<file path="src/logic/field_record_pkg.sv">
package field_record_pkg;
  // clock and reservation window
  localparam int CLK_MHZ = 250;
  localparam int RESERVE_MS = 2000;
  localparam int RESERVE_CYC = RESERVE_MS * CLK_MHZ * 1000;
  localparam int RSV_W = 29;
  // record numbers
  localparam logic [7:0] REC_REQ_FIRST = 8'd80;
  localparam logic [7:0] REC_RSP_LAST = 8'd87;
  localparam logic [7:0] REC_VARS = 8'd121;
  // apb byte addresses
  localparam logic [7:0] A_REQ = 8'h00;
  localparam logic [7:0] A_SEL = 8'h04;
  localparam logic [7:0] A_DATA = 8'h08;
  localparam logic [7:0] A_AUX = 8'h0C;
  localparam logic [7:0] A_CTRL = 8'h10;
  localparam logic [7:0] A_MAP = 8'h14;
  localparam logic [7:0] A_STAT = 8'h18;
  // request word fields
  localparam int REQ_CMD_LSB = 8;
  localparam int REQ_SHC_BIT = 16;
  localparam int REQ_BURST_BIT = 17;
  // control fields
  localparam int CTRL_REV7_LSB = 4;
  localparam int CTRL_HINIT_BIT = 8;
  localparam int MAP_EN_BIT = 4;
  // processing status
  localparam logic [1:0] PS_IDLE = 2'b00;
  localparam logic [1:0] PS_BUSY = 2'b01;
  localparam logic [1:0] PS_OK = 2'b10;
  localparam logic [1:0] PS_ERR = 2'b11;
  // response codes
  localparam logic [7:0] RC_UPDATE = 8'h08;
  localparam logic [7:0] RC_ACCESS = 8'h10;
  localparam logic [7:0] RC_NOT_PROC = 8'h20;
  localparam logic [7:0] RC_BAD_REQ = 8'h40;
  // poll commands
  localparam logic [7:0] CMD_POLL_OLD = 8'h03;
  localparam logic [7:0] CMD_POLL_NEW = 8'h09;
  // status byte layout
  localparam int ST1_COMM_BIT = 7;
  localparam logic [7:0] ST2_UNCERT_MASK = 8'h97;
  // quality codes
  localparam logic [7:0] QC_GOOD = 8'h80;
  localparam logic [7:0] QC_UNCERT = 8'h78;
  localparam logic [7:0] QC_UPDATE = 8'h84;
  localparam logic [7:0] QC_ACCESS = 8'h24;
  localparam logic [7:0] QC_COMM = 8'h23;
  localparam logic [7:0] QC_MOD_INIT = 8'h37;
  localparam logic [7:0] QC_HOST_INIT = 8'h00;

  typedef enum logic [2:0] {
    ST_IDLE = 3'b001,
    ST_SEND = 3'b010,
    ST_WAIT = 3'b100
  } link_state_t;

  // uncertain bits outrank the okay group
  function automatic logic [7:0] qual_of(input logic fail, input logic [7:0] s1,
                                         input logic [7:0] s2, input logic [7:0] rc);
    if (fail || s1[ST1_COMM_BIT]) return QC_COMM;
    if (rc == RC_UPDATE) return QC_UPDATE;
    if (rc == RC_ACCESS) return QC_ACCESS;
    if (|(s2 & ST2_UNCERT_MASK)) return QC_UNCERT;
    return QC_GOOD;
  endfunction
endpackage

</file>
<file path="src/logic/field_request_record_handler.sv">
`timescale 1ns/10ps
module field_request_record_handler
  import field_record_pkg::*;
#(
  parameter int RESERVE_CYCLES = RESERVE_CYC
) (
  input wire logic ref_clk,
  input wire logic rst_n,
  input wire logic psel,
  input wire logic penable,
  input wire logic pwrite,
  input wire logic [7:0] paddr,
  input wire logic [31:0] pwdata,
  output logic [31:0] prdata,
  output logic pready,
  output logic pslverr,
  output logic cmd_valid,
  input wire logic cmd_ready,
  output logic [1:0] cmd_channel,
  output logic [7:0] cmd_code,
  output logic [1:0] cmd_var,
  output logic cmd_successive,
  input wire logic rsp_valid,
  input wire logic rsp_fail,
  input wire logic [7:0] rsp_status1,
  input wire logic [7:0] rsp_status2,
  input wire logic [7:0] rsp_code,
  input wire logic [31:0] rsp_data,
  output logic [159:0] image_data,
  output logic image_valid
);
  initial begin
    if (RESERVE_CYCLES < 2 || RESERVE_CYCLES >= 2**RSV_W) $error("bad RESERVE_CYCLES");
  end

  link_state_t state_ff;
  logic [9:0] req_ff [4];
  logic [1:0] rsp_st_ff [4];
  logic [7:0] rsp_rc_ff [4], rsp_s1_ff [4], rsp_s2_ff [4];
  logic [31:0] rsp_data_ff [4];
  logic [3:0] lock_ff, queued_ff;
  logic [11:0] rec_sel_ff;
  logic [8:0] ctrl_ff;
  logic [31:0] map_ff;
  logic [31:0] prdata_ff;
  logic slverr_ff;
  logic rsv_ff;
  logic [1:0] rsv_ch_ff;
  logic [RSV_W-1:0] rsv_cnt_ff;
  logic cur_poll_ff;
  logic [3:0] poll_idx_ff;
  logic [7:0] qual_ff [16];
  logic [31:0] mem_rdata;

  // apb decode
  logic setup, acc_wr;
  logic [7:0] wrec, woff;
  logic wrec_ok, wbad;
  logic [1:0] wch;
  assign setup = psel & ~penable;
  assign acc_wr = psel & penable & pwrite & ~slverr_ff;
  assign pready = psel & penable;
  assign pslverr = psel & penable & slverr_ff;
  assign prdata = prdata_ff;
  assign wrec = pwdata[7:0];
  assign woff = wrec - REC_REQ_FIRST;
  assign wrec_ok = (wrec >= REC_REQ_FIRST) && (woff < 8'd8) && !woff[0];
  assign wch = woff[2:1];
  assign wbad = pwdata[REQ_BURST_BIT];

  logic req_take, req_bad;
  assign req_take = acc_wr && paddr == A_REQ;
  assign req_bad = req_take && wbad;

  // read multiplexer
  logic [7:0] rsel, roff;
  logic [1:0] rch;
  logic [31:0] rd_val;
  logic rd_err;
  assign rsel = rec_sel_ff[7:0];
  assign roff = rsel - REC_REQ_FIRST;
  assign rch = roff[2:1];
  always_comb begin
    rd_val = '0;
    rd_err = 1'b0;
    unique case (paddr)
      A_REQ: rd_val = '0;
      A_SEL: rd_val = {20'h0_0000, rec_sel_ff};
      A_DATA: begin
        if (rsel >= REC_REQ_FIRST && rsel <= REC_RSP_LAST) begin
          if (!roff[0]) rd_val = {22'h00_0000, req_ff[rch]};
          else rd_val = {6'h00, rsp_st_ff[rch], rsp_rc_ff[rch], rsp_s2_ff[rch],
                         rsp_s1_ff[rch]};
        end else if (rsel == REC_VARS) rd_val = mem_rdata;
      end
      A_AUX: begin
        if (rsel >= REC_REQ_FIRST && rsel <= REC_RSP_LAST && roff[0])
          rd_val = rsp_data_ff[rch];
        else if (rsel == REC_VARS) rd_val = {24'h00_0000, qual_ff[rec_sel_ff[11:8]]};
      end
      A_CTRL: rd_val = {23'h00_0000, ctrl_ff};
      A_MAP: rd_val = map_ff;
      A_STAT: rd_val = {23'h00_0000, !state_ff[0], 1'b0, rsv_ff, rsv_ch_ff, lock_ff};
      default: rd_err = 1'b1;
    endcase
  end

  always_ff @(posedge ref_clk or negedge rst_n) begin
    if (!rst_n) begin
      prdata_ff <= '0;
      slverr_ff <= 1'b0;
    end else if (setup) begin
      prdata_ff <= pwrite ? 32'h0000_0000 : rd_val;
      slverr_ff <= rd_err || paddr == A_STAT && pwrite ||
                   pwrite && paddr == A_REQ && (!wrec_ok || lock_ff[wch]);
    end
  end

  always_ff @(posedge ref_clk or negedge rst_n) begin
    if (!rst_n) begin
      rec_sel_ff <= '0;
      ctrl_ff <= '0;
      map_ff <= '0;
    end else begin
      ctrl_ff[CTRL_HINIT_BIT] <= 1'b0;
      if (acc_wr && paddr == A_SEL) rec_sel_ff <= pwdata[11:0];
      if (acc_wr && paddr == A_CTRL) ctrl_ff <= pwdata[8:0];
      if (acc_wr && paddr == A_MAP) map_ff <= pwdata;
    end
  end

  // scheduler
  logic pick_any, reject, take_client, poll_go, link_done, poll_upd;
  logic [1:0] pick_ch;
  always_comb begin
    pick_any = 1'b0;
    pick_ch = 2'd0;
    for (int i = 3; i >= 0; i--) begin
      if (queued_ff[i]) begin
        pick_any = 1'b1;
        pick_ch = 2'(i);
      end
    end
  end
  assign reject = state_ff == ST_IDLE && pick_any && rsv_ff && pick_ch != rsv_ch_ff;
  assign take_client = state_ff == ST_IDLE && pick_any && !reject;
  assign poll_go = state_ff == ST_IDLE && !pick_any && !rsv_ff &&
                   ctrl_ff[poll_idx_ff[3:2]];
  assign link_done = state_ff == ST_WAIT && rsp_valid;
  assign poll_upd = link_done && cur_poll_ff && !rsv_ff;

  assign cmd_valid = state_ff == ST_SEND;

  always_ff @(posedge ref_clk or negedge rst_n) begin
    if (!rst_n) begin
      state_ff <= ST_IDLE;
      cmd_channel <= '0;
      cmd_code <= '0;
      cmd_var <= '0;
      cmd_successive <= 1'b0;
      cur_poll_ff <= 1'b0;
    end else begin
      unique case (state_ff)
        ST_IDLE: begin
          if (take_client) begin
            cmd_channel <= pick_ch;
            cmd_code <= req_ff[pick_ch][7:0];
            cmd_var <= 2'd0;
            cmd_successive <= req_ff[pick_ch][8];
            cur_poll_ff <= 1'b0;
            state_ff <= ST_SEND;
          end else if (poll_go) begin
            cmd_channel <= poll_idx_ff[3:2];
            cmd_code <= ctrl_ff[CTRL_REV7_LSB + poll_idx_ff[3:2]] ?
                        CMD_POLL_NEW : CMD_POLL_OLD;
            cmd_var <= poll_idx_ff[1:0];
            cmd_successive <= 1'b0;
            cur_poll_ff <= 1'b1;
            state_ff <= ST_SEND;
          end
        end
        ST_SEND: if (cmd_ready) state_ff <= ST_WAIT;
        ST_WAIT: if (rsp_valid) state_ff <= ST_IDLE;
      endcase
    end
  end

  // poll pointer walks channels and variables; disabled channels are stepped over
  always_ff @(posedge ref_clk or negedge rst_n) begin
    if (!rst_n) poll_idx_ff <= '0;
    else if (link_done && cur_poll_ff ||
             state_ff == ST_IDLE && !pick_any && !rsv_ff && !poll_go)
      poll_idx_ff <= poll_idx_ff + 4'd1;
  end

  // request records, locks and responses
  always_ff @(posedge ref_clk or negedge rst_n) begin
    if (!rst_n) begin
      lock_ff <= '0;
      queued_ff <= '0;
      for (int i = 0; i < 4; i++) begin
        req_ff[i] <= '0;
        rsp_st_ff[i] <= PS_IDLE;
        rsp_rc_ff[i] <= '0;
        rsp_s1_ff[i] <= '0;
        rsp_s2_ff[i] <= '0;
        rsp_data_ff[i] <= '0;
      end
    end else begin
      if (reject) begin
        lock_ff[pick_ch] <= 1'b0;
        queued_ff[pick_ch] <= 1'b0;
        rsp_st_ff[pick_ch] <= PS_ERR;
        rsp_rc_ff[pick_ch] <= RC_NOT_PROC;
      end
      if (take_client) begin
        queued_ff[pick_ch] <= 1'b0;
        rsp_st_ff[pick_ch] <= PS_BUSY;
      end
      if (link_done && !cur_poll_ff) begin
        lock_ff[cmd_channel] <= 1'b0;
        rsp_st_ff[cmd_channel] <= (rsp_fail || rsp_status1[ST1_COMM_BIT]) ? PS_ERR : PS_OK;
        rsp_rc_ff[cmd_channel] <= rsp_code;
        rsp_s1_ff[cmd_channel] <= rsp_status1;
        rsp_s2_ff[cmd_channel] <= rsp_status2;
        rsp_data_ff[cmd_channel] <= rsp_data;
      end
      // locked records refuse writes, so a new lock never meets its own clear
      if (req_take) begin
        req_ff[wch] <= pwdata[REQ_BURST_BIT:REQ_CMD_LSB];
        rsp_data_ff[wch] <= '0;
        if (req_bad) begin
          rsp_st_ff[wch] <= PS_ERR;
          rsp_rc_ff[wch] <= RC_BAD_REQ;
        end else begin
          lock_ff[wch] <= 1'b1;
          queued_ff[wch] <= 1'b1;
          rsp_st_ff[wch] <= PS_BUSY;
          rsp_rc_ff[wch] <= '0;
        end
      end
    end
  end

  // successive command reservation
  always_ff @(posedge ref_clk or negedge rst_n) begin
    if (!rst_n) begin
      rsv_ff <= 1'b0;
      rsv_ch_ff <= '0;
      rsv_cnt_ff <= '0;
    end else if (take_client && req_ff[pick_ch][8]) begin
      rsv_ff <= 1'b1;
      rsv_ch_ff <= pick_ch;
      rsv_cnt_ff <= RSV_W'(RESERVE_CYCLES - 1);
    end else if (take_client && rsv_ff) begin
      rsv_ff <= 1'b0;
    end else if (rsv_ff) begin
      if (rsv_cnt_ff == '0) rsv_ff <= 1'b0;
      else rsv_cnt_ff <= rsv_cnt_ff - 1'b1;
    end
  end

  // polled variables, quality and input image
  logic [7:0] new_qual;
  assign new_qual = qual_of(rsp_fail, rsp_status1, rsp_status2, rsp_code);

  var_store #(.DW(32), .DEPTH(16)) u_vars (
    .ref_clk(ref_clk),
    .we(poll_upd),
    .waddr({cmd_channel, cmd_var}),
    .wdata(rsp_data),
    .raddr(rec_sel_ff[11:8]),
    .rdata(mem_rdata)
  );

  always_ff @(posedge ref_clk or negedge rst_n) begin
    if (!rst_n) begin
      for (int i = 0; i < 16; i++) qual_ff[i] <= QC_MOD_INIT;
    end else if (ctrl_ff[CTRL_HINIT_BIT]) begin
      for (int i = 0; i < 16; i++) qual_ff[i] <= QC_HOST_INIT;
    end else if (poll_upd) begin
      qual_ff[{cmd_channel, cmd_var}] <= new_qual;
    end
  end

  always_ff @(posedge ref_clk or negedge rst_n) begin
    if (!rst_n) begin
      for (int s = 0; s < 4; s++) image_data[s*40 +: 40] <= {QC_MOD_INIT, 32'h0000_0000};
    end else begin
      for (int s = 0; s < 4; s++) begin
        if (ctrl_ff[CTRL_HINIT_BIT]) image_data[s*40+32 +: 8] <= QC_HOST_INIT;
        else if (poll_upd && map_ff[s*8+MAP_EN_BIT] &&
                 map_ff[s*8 +: 4] == {cmd_channel, cmd_var})
          image_data[s*40 +: 40] <= {new_qual, rsp_data};
      end
    end
  end

  // the whole 20 byte image stands whenever any slot is mapped
  assign image_valid = |{map_ff[24+MAP_EN_BIT], map_ff[16+MAP_EN_BIT],
                         map_ff[8+MAP_EN_BIT], map_ff[MAP_EN_BIT]};
endmodule // field_request_record_handler

</file>
<file path="src/logic/var_store.sv">
`timescale 1ns/10ps
module var_store #(
  parameter int DW = 32,
  parameter int DEPTH = 16
) (
  input wire logic ref_clk,
  input wire logic we,
  input wire logic [$clog2(DEPTH)-1:0] waddr,
  input wire logic [DW-1:0] wdata,
  input wire logic [$clog2(DEPTH)-1:0] raddr,
  output logic [DW-1:0] rdata
);
  logic [DW-1:0] mem [DEPTH];

  initial begin
    if (DEPTH < 2) $error("var_store depth too small");
  end

  always_ff @(posedge ref_clk) begin
    if (we) mem[waddr] <= wdata;
  end

  always_ff @(posedge ref_clk) begin
    rdata <= mem[raddr];
  end
endmodule // var_store

</file>
<file path="config.mk">
export PLATFORM = sky130hd
export DESIGN_NAME = field_request_record_handler
export DESIGN_NICKNAME = d
export VERILOG_FILES = /design/src/logic/field_record_pkg.sv /design/src/logic/field_request_record_handler.sv /design/src/logic/var_store.sv
export SDC_FILE = /design/constraint.sdc
export NUM_CORES = 2
export LEC_CHECK = 0
export ABC_AREA = 1
export ABC_CLOCK_PERIOD_IN_PS = 2400
export BUFFER_PORTS_ARGS = -buffer_cell sky130_fd_sc_hd__buf_2
export CAP_MARGIN = 20
export CORE_MARGIN = 1
export CORE_UTILIZATION = 38
export CTS_CLUSTER_DIAMETER = 200
export DETAILED_ROUTE_END_ITERATION = 12
export GPL_TIMING_DRIVEN = 0
export PLACE_DENSITY = 0.59
export SKIP_CTS_REPAIR_TIMING = 1
export SYNTH_ARGS = -nofsm -noshare
export SYNTH_HDL_FRONTEND = slang
export SYNTH_SLANG_ARGS = --single-unit
</file>
<file path="constraint.sdc">
create_clock -name ref_clk -period 2.4 [get_ports ref_clk]
set_input_delay 0.36 -clock ref_clk [delete_from_list [all_inputs] [get_ports ref_clk]]
set_output_delay 0.36 -clock ref_clk [all_outputs]
set_load 0.02 [all_outputs]
</file>
# ---- Yosys cells after proc, flatten, opt, wreduce, memory -nomap -nowiden
# Memories as Yosys holds them, arrays and structs flattened. A register that Yosys moved wholly into a read port is not among the register bits.
# Index checks and enable logic that the tools add are counted.
dict set report totals {
  reg_bits 707
  mem_bits_rw 512
  output_inout_bits 209
  wordCells 383
  memories 1
}
# name words word_bits rd rd_ports_with_merged_regs wr line_no
set memory_table {}
lappend memory_table {u_vars.mem 16 32 1 1 1 var_store.sv:13} ;# logic [DW-1:0] mem [DEPTH];
dict set report classes {
  add_sub_neg 5
  n_lt_le_gt_ge 22
  n_eq_ne 22
  mux 154
  bitwise_logic 40
  n_reduce_logical 73
}
# op n
set op_table {}
lappend op_table {{128-bit two-way mux} 4}
lappend op_table {{32-bit two-way mux} 12}
lappend op_table {{128-bit bitwise mux} 2}
lappend op_table {{8-bit two-way mux} 32}
lappend op_table {{32-bit one-hot mux with 6 select lines} 1}
lappend op_table {{40-bit two-way mux} 4}
lappend op_table {{128-bit bitwise AND} 1}
lappend op_table {{32-bit demux with 2-bit select} 2}
lappend op_table {{128-bit inverter} 1}
lappend op_table {{29-bit two-way mux} 4}
lappend op_table {{32-bit bitwise mux} 3}
lappend op_table {{32-bit binary-select mux with 2-bit select} 1}
lappend op_table {{28-bit bitwise AND} 2}
lappend op_table {{28-bit inverter} 2}
lappend op_table {{8-bit binary-select mux with 2-bit select} 3}
lappend op_table {{8-bit demux with 2-bit select} 3}
lappend op_table {{1-bit logical AND} 41}
lappend op_table {{10-bit binary-select mux with 2-bit select} 2}
lappend op_table {{40-bit bitwise mux} 1}
lappend op_table {{4-bit two-way mux} 9}
lappend op_table {{32-bit bitwise AND} 1}
lappend op_table {{8-bit binary-select mux with 4-bit select} 1}
lappend op_table {{8-bit demux with 4-bit select} 1}
lappend op_table {{8-bit by 5-bit equality test with 1-bit output, second input constant} 4}
lappend op_table {{other kinds (60)} 179}

# ---- Longest topological paths before layout
dict set report depth {
  word_depth 18
  depth_mapped 15
}

# ---- Cells and area by module
# Synthesis repeated with hierarchy kept, for this count alone.
dict set report hier_totals {
  cells_unflattened 5921
  area_unflattened_um2 53729.0
}
# mod n_inst cells_per_inst area_per_inst_um2 seq_area_each_um2
set by_module_without_submodules {}
lappend by_module_without_submodules {field_request_record_handler 1 3799 30997.2 16792.4}
lappend by_module_without_submodules {var_store 1 2122 22731.8 16015.4}

# ---- Worst setup path after synthesis
# Ideal clock, no wire load.
dict set report synth_path {
  kind {flip-flop to flip-flop}
  from {register state_ff[1]}
  to {register qual_ff[110] (netlist bit)}
  setup_time_ps 130
  arrival_ps 2256
  setup_slack_ps 14
  stages_incl_launch_ff 11
  n_path_buf 0
  period_less_slack_ps 2386
  path_cell_list {dfrtp_1 -> nor3_4 -> nand2_2 -> inv_2 -> nand3_4 -> nor2_1 -> nand2_1 -> inv_1 -> nor2_1 -> inv_1 -> o21ai_0}
}
dict set report synth_via {
  elab_chain_cells 5
}
# item line_no
set synth_lines {}
lappend synth_lines {{from (decl)} field_request_record_handler.sv:36} ;# link_state_t state_ff;
lappend synth_lines {{from (signal assigned)} field_request_record_handler.sv:156} ;# state_ff <= ST_IDLE;
lappend synth_lines {{from (signal assigned)} field_request_record_handler.sv:171} ;# state_ff <= ST_SEND;
lappend synth_lines {{from (signal assigned)} field_request_record_handler.sv:179} ;# state_ff <= ST_SEND;
lappend synth_lines {{3-bit equality test} field_request_record_handler.sv:149} ;# assign link_done = state_ff == ST_WAIT && rsp_valid;
lappend synth_lines {{1-bit logical AND} field_request_record_handler.sv:149}
lappend synth_lines {{1-bit logical AND (2 in a row)} field_request_record_handler.sv:150} ;# assign poll_upd = link_done && cur_poll_ff && !rsv_ff;
lappend synth_lines {{2-bit nonzero test (no line)} -}
lappend synth_lines {{to (signal, indexed assignment)} field_request_record_handler.sv:282} ;# qual_ff[{cmd_channel, cmd_var}] <= new_qual;
lappend synth_lines {{to (decl)} field_request_record_handler.sv:52} ;# logic [7:0] qual_ff [16];
# Every way passes these cells.
# A chain may end at the register's enable or synchronous reset.

# ---- Final worst setup path
dict set report layout_path {
  from {register rec_sel_ff[1]}
  to {register prdata_ff[7], in the netlist prdata[7]}
}
dict set report layout_via {
  elab_chain_cells 9
}
# item line_no
set layout_lines {}
lappend layout_lines {{from (decl)} field_request_record_handler.sv:42} ;# logic [11:0] rec_sel_ff;
lappend layout_lines {{from (signal assigned)} field_request_record_handler.sv:126} ;# if (acc_wr && paddr == A_SEL) rec_sel_ff <= pwdata[11:0];
lappend layout_lines {{3-bit by 1-bit subtractor with 3-bit output} field_request_record_handler.sv:81} ;# assign roff = rsel - REC_REQ_FIRST;
lappend layout_lines {{2-bit inverter with 3-bit output (implied by the code)} {field_request_record_handler.sv:91, field_request_record_handler.sv:93, field_request_record_handler.sv:98}}
lappend layout_lines {{10-bit binary-select mux with 2-bit select / 8-bit binary-select mux with 2-bit select (equally long branches)} {field_request_record_handler.sv:91, field_request_record_handler.sv:93}}
lappend layout_lines {{10-bit two-way mux (implied by the code) / 8-bit two-way mux (equally long branches) (2 in a row)} {field_request_record_handler.sv:91, field_request_record_handler.sv:93}}
lappend layout_lines {{26-bit two-way mux} field_request_record_handler.sv:91} ;# if (!roff[0]) rd_val = {22'h00_0000, req_ff[rch]};
lappend layout_lines {{32-bit two-way mux} field_request_record_handler.sv:90} ;# if (rsel >= REC_REQ_FIRST && rsel <= REC_RSP_LAST) begin
lappend layout_lines {{32-bit one-hot mux with 6 select lines (*)} field_request_record_handler.sv:86} ;# unique case (paddr)
lappend layout_lines {{32-bit two-way mux (*)} field_request_record_handler.sv:113} ;# prdata_ff <= pwrite ? 32'h0000_0000 : rd_val;
lappend layout_lines {{to (signal assigned)} field_request_record_handler.sv:113}
lappend layout_lines {{to (decl)} field_request_record_handler.sv:45} ;# logic [31:0] prdata_ff;
# Mark *: on every way between the ends. The rest lies on a longest branch, timed or not. The select of a mux whose other input is x is not followed.

==> flow_metrics.env <==
export IMPL_synth_edf_count=512
export IMPL_core_area_um2=134000
export IMPL_dpl_hpwl_um=143000
export IMPL_synth_net_count=5293
export IMPL_place_congestion=0.985
export IMPL_first_pass_iters=10
export IMPL_io_pins=313
export IMPL_wire_per_inst_um=26.5
export IMPL_drc=0
export IMPL_ys_ff_latch=1211
export IMPL_wl_met1_um=81500
export IMPL_antenna_found_initial=14
export IMPL_ys_seq_area_share_pct=63.6
export IMPL_synth_largest_area_cell="edfxtp_1"
export IMPL_rsz0062_at_grt="true"
export IMPL_io_buffers=312
export IMPL_top_layer_used="met5"
export IMPL_finalCriticalPeriod_ns=2.46
export IMPL_crit_required_ns=3.13
export IMPL_cts_sinks=1211
export IMPL_clock_latency_ns=0.81
export IMPL_die_w_um=370
export IMPL_syn_mean_instance_area_um2=9.94
export IMPL_grt_max_degree=117
export IMPL_post_route_period_util_pct=102
export IMPL_grt_first_pass_wirelength_um=288000
export IMPL_worst_slack_ns=-0.0597
export IMPL_critPathCaptureType="flip-flop"
export IMPL_grt_pass1_vias=41000
export IMPL_rows=134
export IMPL_synthCells=5187
export IMPL_finalHoldViolCount=101
export IMPL_die_h_um=370
export IMPL_wl_um=202000
export IMPL_violations="hold timing, setup timing"
export IMPL_critical_path_slowest_cell="clkbuf_2"
export IMPL_cts_buffer_depth=3
export IMPL_cts_clk_slew_worst_paths_ns=0.06
export IMPL_cts_root_buf="clkbuf_16"
export IMPL_drv_slew=0
export IMPL_start_util_pct=38.5
export IMPL_vias=43700
export IMPL_fmax_mhz=407
export IMPL_syn_area_um2=51600
export IMPL_dpl_cell_area_um2=55900
export IMPL_worst_slew_pin_slew_ns=1.04
export IMPL_setup_tns_ns=-0.0848
export IMPL_post_synth_top_area_fraction_pct=29.8
export IMPL_setup_viol=3
export IMPL_synth_flop_cell="dfrtp_1"
export IMPL_async_flop_share_pct=55.1
export IMPL_hp_class="input port to asynchronous set/reset pin"
export IMPL_drtAntennaViolNets=0
export IMPL_cts_inserted_buffers=135
export IMPL_finalInstanceArea_um2=62100
export IMPL_htree_levels=4
export IMPL_p_leak_nw=26.5
export IMPL_final_common_cell="nand2_1"
export IMPL_criticalPathCategory="flip-flop to flip-flop"
export IMPL_skew_ns=0.0366
export IMPL_yosys_top_cells_area="edfxtp_1, dfrtp_1, nand2_1"
export IMPL_setup_worst_path_start_class="flip-flop"
export IMPL_grt_util_all_layers_pct=28.9
export IMPL_relSlewSlack_pct=30.3
export IMPL_worstPathArrival_ns=3.19
export IMPL_power_mw=53.0
export IMPL_drive_gt1_share_pct=17.6
export IMPL_drt_iter0_markers=5767
export IMPL_mostFrequentLayoutCells="nand2_1, o21ai_0, dfrtp_1, edfxtp_1, nor2_1"
export IMPL_wl_met2_um=87300
export IMPL_max_stage_delay_ns=0.40
export IMPL_path_cells="clkbuf_4 > buf_2 > clkbuf_2 > nand2_1 > a21oi_2 > nand3_1 > nand3_1 > o21ai_1 > nand2_1"
export IMPL_crit_path_max_fanout=10
export IMPL_drv_cap=0
export IMPL_nFillCells=12700
export IMPL_die_area_um2=137000
export IMPL_vias_per_cell=5.72
export IMPL_gr_total_overflow=0
export IMPL_nets=5850
export IMPL_vdd_ir_drop_max_v=0.000648
export IMPL_yosys_warnings=0
export IMPL_post_place_ws_ns=-0.810
export IMPL_cts_tree="built"
export IMPL_wl_met3_um=24300
export IMPL_status="finished with violations"
export IMPL_fin_hold_ws_ns=-0.219
export IMPL_power_density_nw_per_um2=853
export IMPL_ys_types=54
export IMPL_syn2layout_area_growth_pct=20.4
[synth_stat cells, drive strengths merged, types with 2 or more instances]
cell,instances
o21ai,851
nand4,26
and2,2
dfstp,81
a22oi,5
dfrtp,586
nor2,456
nand3,298
or2,2
clkinv,7
buf,145
o31ai,16
xnor2,10
edfxtp,512
inv,310
nor3,12
a31oi,10
nand2,1067
dfxtp,32
o221ai,104
mux2,13
clkbuf,190
nor4,5
nand3b,4
xor2,25
a21oi,278
o211ai,53
o22ai,78
ha,2
[registers in the layout, summed over array words and instances (netlist names), 12 cells and up]
name,cells
req_ff,40
qual_ff,96
rec_sel_ff,12
rsp_s2_ff,32
rsv_cnt_ff,29
map_ff,32
rsp_s1_ff,32
rsp_rc_ff,32
u_vars.mem,512
u_vars.rdata,32
rsp_data_ff,128
image_data,152
prdata,32
[worst paths after layout]
check	from	endpoint	slack, ns	cells past startpoint
worst max register to register	rec_sel_ff[1]$_DFFE_PN0P_	prdata[7]$_DFFE_PN0P_	-0.06	9
max in group asynchronous	rst_n	rsp_data_ff[125]$_DFF_PN0_	0.67	7
worst min-delay path	rst_n	rsv_cnt_ff[13]$_DFFE_PN0P_	-0.22	4
worst min register to register	qual_ff[76]$_DFFE_PN1P_	qual_ff[76]$_DFFE_PN1P_	0.47	2
min in group ref_clk	rsp_code[4]	rsp_rc_ff[12]$_DFF_PN0_	-0.02	3
worst max-delay path	rec_sel_ff[1]$_DFFE_PN0P_	prdata[7]$_DFFE_PN0P_	-0.06	9
[metrics by stage]
stage / std cells / utilization (%)
after floorplan: 5187 / -
after global placement: 7267 / 41.3
after detailed placement: 7292 / 41.7
after CTS: 7541 / 45.1
after global routing: 7626 / 46.3
final: 7636 / 46.3
[power breakdown]
group / total, mW / switching [mW] / internal, mW
registers: 24.7 / 1.17 / 23.5
clock network: 21.4 / 9.15 / 12.2
logic: 6.90 / 4.63 / 2.27
[metal layers]
layer,up-vias,track usage [%]
met1,21700,39.5
met5,-,0
met2,2580,42.1
met3,409,9.16
li1,19000,-
met4,14,12.7
[cells by family (layout without fill, tap and decap cells)]
kind of cell               after synthesis  after routing  synth area share (%)
AOI/OAI and AO/OA                     1401           1401                  15.1
xor gates and xnor gates                35             35                 0.594
adders and majority gates                2              2                0.0485
buffers and inverters                  652           1321                  5.39
DFF                                   1211           1211                  63.6
muxes                                   13             13                 0.284
other                                    0             12                     0
and+or+nand+nor                       1873           1873                  15.0
[area by class of cell]
class	instances	area [um^2]	share of cell area (%)
inverter	317	1350	2.17
clock buffer	186	3710	5.97
antenna	12	30.0	0.0483
sequential	1211	32800	52.8
clock inverter	63	825	1.33
buffer	333	1860	2.99
tap	1768	2210	3.56
timing repair buffer	422	3060	4.93
multi-input combinational	3324	16300	26.2
[critical path, delay by kind of cell (launching register included)]
| kind | cells | cell delay, ns |
|---|---|---|
| buffers and inverters | 3 | 0.91 |
| DFF | 1 | 0.33 |
| and+or+nand+nor | 4 | 0.70 |
| AOI/OAI and AO/OA | 2 | 0.45 |
(Power assumes the default switching activity.)
